==> config.mk <==
export PLATFORM = sky130hd
export DESIGN_NAME = dls_init_seq
export DESIGN_NICKNAME = d
export VERILOG_FILES = /design/src/design/dls_pkg.sv /design/src/design/dls_init_seq.sv /design/src/design/dls_spi_master.sv
export SDC_FILE = /design/constraint.sdc
export NUM_CORES = 1
export LEC_CHECK = 0
export BUFFER_PORTS_ARGS = -buffer_cell sky130_fd_sc_hd__buf_2
export CAP_MARGIN = 20
export CORE_MARGIN = 2
export CORE_UTILIZATION = 55
export CTS_CLUSTER_SIZE = 24
export DETAILED_ROUTE_END_ITERATION = 10
export GPL_TIMING_DRIVEN = 0
export PLACE_DENSITY_LB_ADDON = 0.08
export SYNTH_ARGS = -nofsm -noshare
export SYNTH_HDL_FRONTEND = slang
export SYNTH_HIERARCHICAL = 1
export SYNTH_SLANG_ARGS = --single-unit
==> constraint.sdc <==
create_clock -name sys_clk -period 2.7 [get_ports sys_clk]
set_input_delay 0.405 -clock sys_clk [delete_from_list [all_inputs] [get_ports sys_clk]]
set_output_delay 0.405 -clock sys_clk [all_outputs]
set_load 0.05 [all_outputs]
==> src/design/dls_pkg.sv <==
// Purpose: shared constants for the converter start-up sequencer
// Assumes: 100 MHz system clock, 8-bit registers behind a 16-bit serial frame
// Notes:   frame is {read flag, 7-bit address, 8-bit data}, msb first
package dls_pkg;
  // timing
  localparam int SYS_CLK_MHZ      = 100;
  localparam int FDATA_MHZ_DEF    = 1250;     // data rate default, MHz
  localparam int DLL_WAIT_PERIODS = 160000;   // data-rate periods
  localparam int RX_WAIT_PERIODS  = 135000;   // data-rate periods
  localparam int SCLK_HALF        = 4;        // system cycles per half serial clock
  localparam int WAIT_W           = 24;
  // device register map
  localparam logic [6:0] A_CUR_LO   = 7'h06;
  localparam logic [6:0] A_CUR_HI   = 7'h07;
  localparam logic [6:0] A_OP_MODE  = 7'h08;
  localparam logic [6:0] A_RX_CTRL  = 7'h10;
  localparam logic [6:0] A_RX_SKEW  = 7'h13;
  localparam logic [6:0] A_RX_PHASE = 7'h14;
  localparam logic [6:0] A_RX_STAT  = 7'h21;
  localparam logic [6:0] A_DL_CTRL  = 7'h26;
  localparam logic [6:0] A_DL_CFG_A = 7'h27;
  localparam logic [6:0] A_DL_CFG_B = 7'h28;
  localparam logic [6:0] A_DL_CFG_C = 7'h29;
  localparam logic [6:0] A_DL_STAT  = 7'h2a;
  // values written and expected
  localparam logic [7:0] V_DL_CFG_A = 8'h44;
  localparam logic [7:0] V_DL_CFG_B = 8'h6c;
  localparam logic [7:0] V_DL_CFG_C = 8'hcb;
  localparam logic [7:0] V_EN_LOOP  = 8'h02;
  localparam logic [7:0] V_EN_TRACK = 8'h03;
  localparam logic [7:0] V_OFF      = 8'h00;
  localparam logic [7:0] V_SKEW     = 8'h72;
  localparam logic [7:0] V_DL_LOCK  = 8'h01;
  localparam logic [7:0] V_RX_LOCK  = 8'h09;
  localparam int         PH_LSB     = 6;
  localparam logic [1:0] ATT_LAST   = 2'd2;   // third attempt
  // step indices
  localparam logic [4:0] ST_DL_RETRY = 5'd2;
  localparam logic [4:0] ST_DL_WAIT  = 5'd5;
  localparam logic [4:0] ST_DL_CHECK = 5'd6;
  localparam logic [4:0] ST_SKEW     = 5'd7;
  localparam logic [4:0] ST_RX_RETRY = 5'd8;
  localparam logic [4:0] ST_RX_WAIT  = 5'd11;
  localparam logic [4:0] ST_RX_CHECK = 5'd12;
  localparam logic [4:0] ST_PH_RD    = 5'd13;
  localparam logic [4:0] ST_PH_WR    = 5'd14;
  localparam logic [4:0] ST_CUR_LO   = 5'd15;
  localparam logic [4:0] ST_CUR_HI   = 5'd16;
  localparam logic [4:0] ST_MODE     = 5'd17;

  typedef enum logic [2:0] {
    SQ_IDLE  = 3'b000,
    SQ_ISSUE = 3'b001,
    SQ_BUSY  = 3'b011,
    SQ_WAIT  = 3'b010,
    SQ_DONE  = 3'b110,
    SQ_FAIL  = 3'b111
  } dls_state_e;

  typedef enum logic [1:0] {K_WR = 2'd0, K_RD = 2'd1, K_WAIT = 2'd2, K_END = 2'd3} dls_kind_e;
endpackage : dls_pkg

==> src/design/dls_init_seq.sv <==
// Purpose: host sequencer bringing up both timing loops of the converter
// Assumes: device registers reached over a 4-wire serial port
// Notes:   waits are counted in system cycles covering the data-rate periods
// Notes on behaviour
// - delay loop control written 0x02 then 0x03 for search and track
// - wait 160 K data-rate periods before reading delay loop status
// - no delay lock: redo from config C write, three attempts, then fail
// - data interface clock must be present before receiver setup
// - write 0x72 to capture skew register, offset field two
// - receiver control written 0x00 before every enable attempt
// - receiver control then written 0x02, then 0x03
// - wait 135 K data-rate periods before reading receiver status
// - receiver not locked: advance phase bits 7:6, retry, three attempts
// - optional full-scale current writes to 0x06 and 0x07
// - optional operation mode write to 0x08
// - delay loop locked and tracking before receiver enable
`timescale 1ns/10ps
module dls_init_seq
  import dls_pkg::*;
#(
  parameter int FDATA_MHZ   = FDATA_MHZ_DEF,
  parameter int DLL_WAIT_CYC = (DLL_WAIT_PERIODS * SYS_CLK_MHZ + FDATA_MHZ - 1) / FDATA_MHZ,
  parameter int RX_WAIT_CYC  = (RX_WAIT_PERIODS * SYS_CLK_MHZ + FDATA_MHZ - 1) / FDATA_MHZ
) (
  input  wire logic       sys_clk,
  input  wire logic       rst_n,
  input  wire logic       start,
  input  wire logic       data_clk_present,
  input  wire logic       cur_en,
  input  wire logic [7:0] cur_lo,
  input  wire logic [7:0] cur_hi,
  input  wire logic       mode_en,
  input  wire logic [7:0] mode_val,
  output logic            seq_busy,
  output logic            seq_done,
  output logic            dll_lock_fail,
  output logic            rx_lock_fail,
  output logic            spi_cs_n,
  output logic            spi_sclk,
  output logic            spi_mosi,
  input  wire logic       spi_miso
);
  typedef struct packed {
    dls_state_e         st;
    logic [4:0]         step;
    logic [1:0]         att;
    logic [WAIT_W-1:0]  cnt;
    logic               go;
    logic               rw;
    logic [6:0]         addr;
    logic [7:0]         wdata;
    logic [7:0]         phase;
    logic               busy;
    logic               done;
    logic               dll_fail;
    logic               rx_fail;
    logic               dclk_s1;
    logic               dclk_s2;
  } dls_seq_s;

  dls_seq_s   r_r, r_nxt;
  logic       spi_done;
  logic [7:0] spi_rdata;
  dls_kind_e  op_kind;
  logic [6:0] op_addr;
  logic [7:0] op_data;
  logic       op_skip;

  // step table
  always_comb begin
    op_kind = K_WR;
    op_addr = A_DL_CTRL;
    op_data = V_OFF;
    op_skip = 1'b0;
    unique case (r_r.step)
      5'd0:  begin op_addr = A_DL_CFG_A; op_data = V_DL_CFG_A; end
      5'd1:  begin op_addr = A_DL_CFG_B; op_data = V_DL_CFG_B; end
      5'd2:  begin op_addr = A_DL_CFG_C; op_data = V_DL_CFG_C; end
      5'd3:  begin op_addr = A_DL_CTRL;  op_data = V_EN_LOOP; end
      5'd4:  begin op_addr = A_DL_CTRL;  op_data = V_EN_TRACK; end
      5'd5:  op_kind = K_WAIT;
      5'd6:  begin op_kind = K_RD; op_addr = A_DL_STAT; end
      5'd7:  begin op_addr = A_RX_SKEW; op_data = V_SKEW; end
      5'd8:  begin op_addr = A_RX_CTRL; op_data = V_OFF; end
      5'd9:  begin op_addr = A_RX_CTRL; op_data = V_EN_LOOP; end
      5'd10: begin op_addr = A_RX_CTRL; op_data = V_EN_TRACK; end
      5'd11: op_kind = K_WAIT;
      5'd12: begin op_kind = K_RD; op_addr = A_RX_STAT; end
      5'd13: begin op_kind = K_RD; op_addr = A_RX_PHASE; end
      5'd14: begin
        op_addr = A_RX_PHASE;
        op_data = {r_r.phase[7:PH_LSB] + 2'd1, r_r.phase[PH_LSB-1:0]};
      end
      5'd15: begin op_addr = A_CUR_LO; op_data = cur_lo; op_skip = !cur_en; end
      5'd16: begin op_addr = A_CUR_HI; op_data = cur_hi; op_skip = !cur_en; end
      5'd17: begin op_addr = A_OP_MODE; op_data = mode_val; op_skip = !mode_en; end
      default: op_kind = K_END;
    endcase
  end

  // sequencer
  always_comb begin
    r_nxt         = r_r;
    r_nxt.go      = 1'b0;
    r_nxt.dclk_s1 = data_clk_present;
    r_nxt.dclk_s2 = r_r.dclk_s1;
    unique case (r_r.st)
      SQ_IDLE, SQ_DONE, SQ_FAIL: begin
        if (start) begin
          r_nxt.st       = SQ_ISSUE;
          r_nxt.step     = 5'd0;
          r_nxt.att      = 2'd0;
          r_nxt.busy     = 1'b1;
          r_nxt.done     = 1'b0;
          r_nxt.dll_fail = 1'b0;
          r_nxt.rx_fail  = 1'b0;
        end
      end
      SQ_ISSUE: begin
        if (op_skip) begin
          r_nxt.step = r_r.step + 5'd1;
        end else if (op_kind == K_WAIT) begin
          r_nxt.st  = SQ_WAIT;
          r_nxt.cnt = (r_r.step == ST_DL_WAIT) ? WAIT_W'(DLL_WAIT_CYC - 1) : WAIT_W'(RX_WAIT_CYC - 1);
        end else if (op_kind == K_END) begin
          r_nxt.st   = SQ_DONE;
          r_nxt.busy = 1'b0;
          r_nxt.done = 1'b1;
        end else if (r_r.step != ST_SKEW || r_r.dclk_s2) begin
          r_nxt.st    = SQ_BUSY;
          r_nxt.go    = 1'b1;
          r_nxt.rw    = (op_kind == K_RD);
          r_nxt.addr  = op_addr;
          r_nxt.wdata = op_data;
        end
      end
      SQ_WAIT: begin
        if (r_r.cnt == '0) begin
          r_nxt.st   = SQ_ISSUE;
          r_nxt.step = r_r.step + 5'd1;
        end else begin
          r_nxt.cnt = r_r.cnt - WAIT_W'(1);
        end
      end
      SQ_BUSY: begin
        if (spi_done) begin
          r_nxt.st   = SQ_ISSUE;
          r_nxt.step = r_r.step + 5'd1;
          if (r_r.step == ST_DL_CHECK) begin
            if (spi_rdata == V_DL_LOCK) begin
              r_nxt.att = 2'd0;
            end else if (r_r.att == ATT_LAST) begin
              r_nxt.st       = SQ_FAIL;
              r_nxt.busy     = 1'b0;
              r_nxt.dll_fail = 1'b1;
            end else begin
              r_nxt.att  = r_r.att + 2'd1;
              r_nxt.step = ST_DL_RETRY;
            end
          end else if (r_r.step == ST_RX_CHECK) begin
            if (spi_rdata == V_RX_LOCK) begin
              r_nxt.step = ST_CUR_LO;
            end else if (r_r.att == ATT_LAST) begin
              r_nxt.st      = SQ_FAIL;
              r_nxt.busy    = 1'b0;
              r_nxt.rx_fail = 1'b1;
            end
          end else if (r_r.step == ST_PH_RD) begin
            r_nxt.phase = spi_rdata;
          end else if (r_r.step == ST_PH_WR) begin
            r_nxt.att  = r_r.att + 2'd1;
            r_nxt.step = ST_RX_RETRY;
          end
        end
      end
      default: r_nxt.st = SQ_IDLE;
    endcase
  end

  // state register
  always_ff @(posedge sys_clk) begin
    if (!rst_n) begin
      r_r    <= '0;
      r_r.st <= SQ_IDLE;
    end else begin
      r_r <= r_nxt;
    end
  end

  // serial port
  dls_spi_master u_spi (
    .sys_clk  (sys_clk),
    .rst_n    (rst_n),
    .go       (r_r.go),
    .rw       (r_r.rw),
    .addr     (r_r.addr),
    .wdata    (r_r.wdata),
    .done     (spi_done),
    .rdata    (spi_rdata),
    .spi_cs_n (spi_cs_n),
    .spi_sclk (spi_sclk),
    .spi_mosi (spi_mosi),
    .spi_miso (spi_miso)
  );

  assign seq_busy      = r_r.busy;
  assign seq_done      = r_r.done;
  assign dll_lock_fail = r_r.dll_fail;
  assign rx_lock_fail  = r_r.rx_fail;

  // helper: last write issued, delay loop lock seen
  logic [6:0] last_addr_r;
  logic [7:0] last_data_r;
  logic       dl_ok_r;
  always_ff @(posedge sys_clk) begin
    if (!rst_n) begin
      last_addr_r <= 7'h00;
      last_data_r <= 8'h00;
      dl_ok_r     <= 1'b0;
    end else begin
      if (r_r.go && !r_r.rw) begin
        last_addr_r <= r_r.addr;
        last_data_r <= r_r.wdata;
      end
      if (start && !r_r.busy) begin
        dl_ok_r <= 1'b0;
      end else if (spi_done && r_r.step == ST_DL_CHECK && spi_rdata == V_DL_LOCK) begin
        dl_ok_r <= 1'b1;
      end
    end
  end
endmodule : dls_init_seq

==> src/design/dls_spi_master.sv <==
// Purpose: one 16-bit serial frame per request, write or read
// Assumes: serial clock idles low, data out on falling edge, sampled on rising
// Notes:   requests while a frame runs are ignored
`timescale 1ns/10ps
module dls_spi_master
  import dls_pkg::*;
(
  input  wire logic       sys_clk,
  input  wire logic       rst_n,
  input  wire logic       go,
  input  wire logic       rw,
  input  wire logic [6:0] addr,
  input  wire logic [7:0] wdata,
  output logic            done,
  output logic [7:0]      rdata,
  output logic            spi_cs_n,
  output logic            spi_sclk,
  output logic            spi_mosi,
  input  wire logic       spi_miso
);
  typedef struct packed {
    logic        cs_n;
    logic        sclk;
    logic        mosi;
    logic        done;
    logic [15:0] tx;
    logic [7:0]  rx;
    logic [3:0]  bitc;
    logic [2:0]  div;
    logic        s1;
    logic        s2;
  } dls_spi_s;

  dls_spi_s r_r, r_nxt;

  // frame engine
  always_comb begin
    r_nxt      = r_r;
    r_nxt.done = 1'b0;
    r_nxt.s1   = spi_miso;
    r_nxt.s2   = r_r.s1;
    if (r_r.cs_n) begin
      if (go) begin
        r_nxt.cs_n = 1'b0;
        r_nxt.tx   = {rw, addr, wdata};
        r_nxt.mosi = rw;
        r_nxt.bitc = 4'd0;
        r_nxt.div  = 3'd0;
      end
    end else if (r_r.div == 3'(SCLK_HALF - 1)) begin
      r_nxt.div = 3'd0;
      if (!r_r.sclk) begin
        r_nxt.sclk = 1'b1;
        r_nxt.rx   = {r_r.rx[6:0], r_r.s2};   // sample on rising edge
      end else begin
        r_nxt.sclk = 1'b0;
        if (r_r.bitc == 4'd15) begin
          r_nxt.cs_n = 1'b1;
          r_nxt.done = 1'b1;
        end else begin
          r_nxt.bitc = r_r.bitc + 4'd1;
          r_nxt.tx   = {r_r.tx[14:0], 1'b0};
          r_nxt.mosi = r_r.tx[14];
        end
      end
    end else begin
      r_nxt.div = r_r.div + 3'd1;
    end
  end

  // state register
  always_ff @(posedge sys_clk) begin
    if (!rst_n) begin
      r_r      <= '0;
      r_r.cs_n <= 1'b1;
    end else begin
      r_r <= r_nxt;
    end
  end

  assign done     = r_r.done;
  assign rdata    = r_r.rx;
  assign spi_cs_n = r_r.cs_n;
  assign spi_sclk = r_r.sclk;
  assign spi_mosi = r_r.mosi;
endmodule : dls_spi_master

Yosys cells after proc, flatten, opt, wreduce, memory -nomap -nowiden

Index checks and enable logic that the tools add are counted.

Bits in registers: 101
Bits of input ports: 31

Add/sub/neg operators: 6
Equality and inequality tests: 56
Multiplexer cells: 74
Bitwise gates (word level): 10
Reductions and logical operators: 37

Operators by type and width:

| operator                                                              | count |
|---|---|
| 8-bit one-hot mux with 10 select lines                                | 1 |
| 6-bit one-hot mux with 11 select lines                                | 1 |
| 17-bit 2-to-1 mux                                                     | 3 |
| 24-bit 2-to-1 mux                                                     | 2 |
| 24-bit one-hot mux with 2 select lines                                | 1 |
| 41-bit 2-to-1 mux                                                     | 1 |
| 5-bit by 4-bit equality test with 1-bit output, second input constant | 8 |
| 7-bit 2-to-1 mux                                                      | 5 |
| 32-bit 2-to-1 mux                                                     | 1 |
| 10-bit 2-to-1 mux                                                     | 3 |
| 15-bit 2-to-1 mux                                                     | 2 |
| 2-bit != test, second input constant                                  | 15 |
| 5-bit AND reduction                                                   | 5 |
| 24-bit logical NOT                                                    | 1 |
| 3-bit 2-to-1 mux                                                      | 8 |
| 8-bit 2-to-1 mux                                                      | 3 |
| 24-bit by 1-bit subtractor with 24-bit output, second input constant  | 1 |
| 5-bit by 3-bit equality test with 1-bit output, second input constant | 4 |
| 1-bit 2-to-1 mux                                                      | 20 |
| 5-bit one-hot mux with 4 select lines                                 | 1 |
| 18-bit 2-to-1 mux                                                     | 1 |
| 3-bit != test, second input constant                                  | 6 |
| 16-bit 2-to-1 mux                                                     | 1 |
| 5-bit 2-to-1 mux                                                      | 3 |
| 45 further kinds                                                      | 86 |

Logic depth before layout (Yosys ltp)

Depth in word-level cells: 9
Mapped depth: 12

Cells and area by module

Netlist, hierarchy kept.

Modules (own cells, without submodules):

| module         | instances | cells an instance | area an instance (um^2) |
|---|---|---|---|
| dls_init_seq   | 1         | 490               | 4045.1 |
| dls_spi_master | 1         | 173               | 1676.6 |

Worst setup path before layout

Ideal clock, no wire load.

Path kind: reg2reg
Start point: register r_r[60] (netlist name)
End point: register r_r[62] (netlist name)
Library setup time: 0.134 ns
Arrival: 2.437 ns
Required time: 2.566 ns
Slack: 0.129 ns
Cell stages (with the launch flop): 11
Path buffers: 3
Clock period less this slack: 2.571 ns
Cell sequence: dfxtp_1 -> buf_2 -> buf_2 -> clkbuf_1 -> and3_1 -> ha_1 -> a221o_1 -> or3b_1 -> a2111o_1 -> a21oi_1 -> a211oi_1

==> results_dict.tcl <==
set metrics [dict create \
    status "finished, final reports clean" \
    rr_worst_depth 10 \
    power.total_mw 5.962 \
    initial_utilization_pct 55.93 \
    irDropWorstVdd_mv 0.6096 \
    post-synth-top-area-cell "dfxtp_1" \
    drt_wl_total_um 16180 \
    htree_num_levels 3 \
    synth_area_leaders "dfxtp_1, a21oi_1, nand2_1" \
    synth_cells 663 \
    design_area_mm2 0.006475 \
    fp-row-count 37 \
    yosys_warnings 6 \
    port_buffers 36 \
    wl_met3_um 1129 \
    path_buf_inv 3 \
    p_int_mw 3.342 \
    hold_violations 0 \
    grt.overflow.total 0 \
    nFillCells 902 \
    cts_sinks 100 \
    grt_usage_pct 28.98 \
    io_pins 38 \
    path_delay_family "compound AO/OA/AOI/OAI gates" \
    worst_pin_slew_ns 1.136 \
    worstSetupStartpointType "flop" \
    wl_met2_um 7545 \
    setup-tns-final_ns 0 \
    cpPeakStageDelay_ns 0.44 \
    synth_top_area_share_pct 34.99 \
    power_density_mw_per_mm2 920.7 \
    core_area_mm2 0.01023 \
    clock-root-buffer "clkbuf_8" \
    hold_start "spi_miso" \
    finalSetupViolCount 0 \
    cp_max_fo 10 \
    synth_flop_cell "dfxtp_1" \
    wl_per_cell_um 18.85 \
    pwr-share-seq_pct 33.5 \
    grt_pass1_wl_um 25830 \
    dieArea_mm2 0.01123 \
    p_comb_share_pct 49.9 \
    crit_chain "buf_4 -> buf_6 -> clkbuf_8 -> and3_1 -> ha_2 -> a221o_1 -> or3b_4 -> a2111o_1 -> a21oi_2 -> a211oi_1" \
    path_class "flop to flop" \
    hp-class "input pin to flop" \
    worst_slack_ns 0.05354 \
    n_antenna_cell 0 \
    cpMaxStageDelayCell "a2111o_1" \
    synth_common_cells "dfxtp_1, nand2_1, a21oi_1" \
    hold_depth 2 \
    route.detailed.drc 0 \
    grt_antenna_before_repair 0 \
    clock_latency_ns 0.40 \
    synthToLayoutAreaGrowth_pct 13.16 \
    drv_cap 0 \
    p_leak_nw 2.443 \
    regMostFlops "r_r" \
    relSlewSlack_pct 23.70 \
    clkSlewWorstSetupHoldPaths_ns 0.11 \
    drv_slew 0 \
    arrival_ns 2.91 \
    largest_reg_flops 59 \
    fin_skew_ns 0.01418 \
    routed.top_layer "met4" \
    grt_pass1_vias 5266 \
    synth_seq_cells 100 \
    cts_buffers 9 \
    vias 5543 \
    cts_tree "built" \
    gp_congestion 0.9195 \
    dieHeight_um 106.0 \
    layout.nets 759 \
    p_sw_share_pct 43.93 \
    grt_start_max_net_pins 20 \
    min_period_over_period_pct 98.02 \
    die_x_um 106.0 \
    via_per_inst 6.460 \
    ys_types 90 \
    postRouteAntennaNets 0 \
    crit-reg2reg-launch "r_r[60]$_SDFFE_PN0P_" \
    worstSetupEndpointType "flop" \
    post_synth.cell_area_avg_um2 8.630 \
    seq_area_frac_synth_pct 34.99 \
    worstSetupPathDepth 10 \
    ys_async_sr_fraction_pct 0 \
    placed_cell_area_mm2 0.006077 \
    switchingPower_mw 2.619 \
    dr.pass1.iters 6 \
    max_freq_mhz 377.9 \
    cts_buffer_depth 2 \
    yosysMostFrequentCell "dfxtp_1" \
    drive_above_1_share_pct 19.39 \
    p_clk_share_pct 16.6 \
    preCtsSetupSlack_ns -0.3619 \
    layout_min_cycle_time_ns 2.646 \
    drt_iter0_markers 642 \
    met1_length_um 7018 \
    required_ns 2.96 \
    crit_start "r_r[60]$_SDFFE_PN0P_" \
    dpl.hpwl_um 11610 \
    syn_area_mm2 0.005722 \
    syn_nets 705 \
    synth_edf_count 0 \
]
-- metal layers --
layer / vias to the layer above / GRT usage [%]
li1: 2629 / -
met3: 50 / 6.806
met4: 0 / 11.00
met1: 2635 / 37.26
met5: - / 0
met2: 229 / 47.33
-- worst register-to-register path: cells and delay by family (launching register included) --
kind                       cells  cell delay (ns)
AOI/OAI and AO/OA              4             0.93
adders and majority gates      1             0.19
buffers and inverters          3             0.47
DFF                            1             0.35
and+or+nand+nor                2             0.57
-- through the flow --
step	hold WS [ns]	utilization [%]	instances
after floorplan	0.4119	-	663
after global placement	0.4189	59.35	835
after detailed placement	0.4285	59.40	836
after CTS	0.1979	62.26	854
after global routing	0.1937	63.29	858
final	0.2129	63.29	858
-- logic make-up (layout without fill, tap and decap cells) --
| logic type | Yosys count | after routing | synth area share [%] |
|---|---|---|---|
| flip-flops | 100 | 100 | 34.99 |
| AO/OA/AOI/OAI | 219 | 219 | 29.04 |
| AND/OR/NAND/NOR | 228 | 228 | 22.17 |
| other | 1 | 1 | 0.06554 |
| adder cells (fa/ha/maj) | 11 | 11 | 2.405 |
| multiplexers | 14 | 14 | 2.449 |
| XOR/XNOR | 13 | 13 | 1.990 |
| buffers and inverters | 77 | 136 | 6.888 |
-- final timing paths --
path,to,slack (ns)
worst max register to register,r_r[62]$_SDFFE_PN0P_,0.05
worst min register to register,r_r[0]$_SDFF_PN0_,0.45
worst max-delay path,r_r[62]$_SDFFE_PN0P_,0.05
worst min-delay path,u_spi/r_nxt[0]$_SDFF_PN0_,0.21
-- cell usage in the layout, fill, tap and decap left out, types with 9 or more instances in the layout --
master     n
clkbuf_1  22
nor2_1    49
a22oi_1   25
clkbuf_8  11
o21ai_0   12
buf_2     48
nand3_1   16
dfxtp_1   96
a21oi_1   54
a221oi_1  10
a221oi_2   9
buf_4     16
nor3_1    13
mux2i_1   14
nand2_1   57
inv_1     18
-- power groups by stage --
stage	clock network (mW)	registers (mW)	logic (mW)
6_report	0.990	2.00	2.98
5_1_grt	1.06	2.03	3.26
4_1_cts	1.01	1.99	2.84
3_5_place_dp	0	2.02	2.76
3_3_place_gp	0	2.08	3.16
2_1_floorplan	0	2.03	2.07
-- area by class of cell --
type                    instances  area, um^2  share of cell area [%]
repair buffers                 44       252.7                   3.903
plain buffers                  57       355.3                   5.488
well taps                     136       170.2                   2.628
clock inverters                 6       65.06                   1.005
inverters                      19       71.32                   1.101
clock buffers                  10       137.6                   2.126
multi-input cells             486        3416                   52.75
flip-flops and latches        100        2007                   31.00
-- timing repair --
action,in CTS,in global routing
resized for setup,20,16
endpoints found under the hold margin,0,0
pin swaps,0,4
setup endpoints to repair,54,50
hold buffers,0,0
buffers inserted,2,3
gates cloned,1,1
Power figures use the tool's default switching activity.
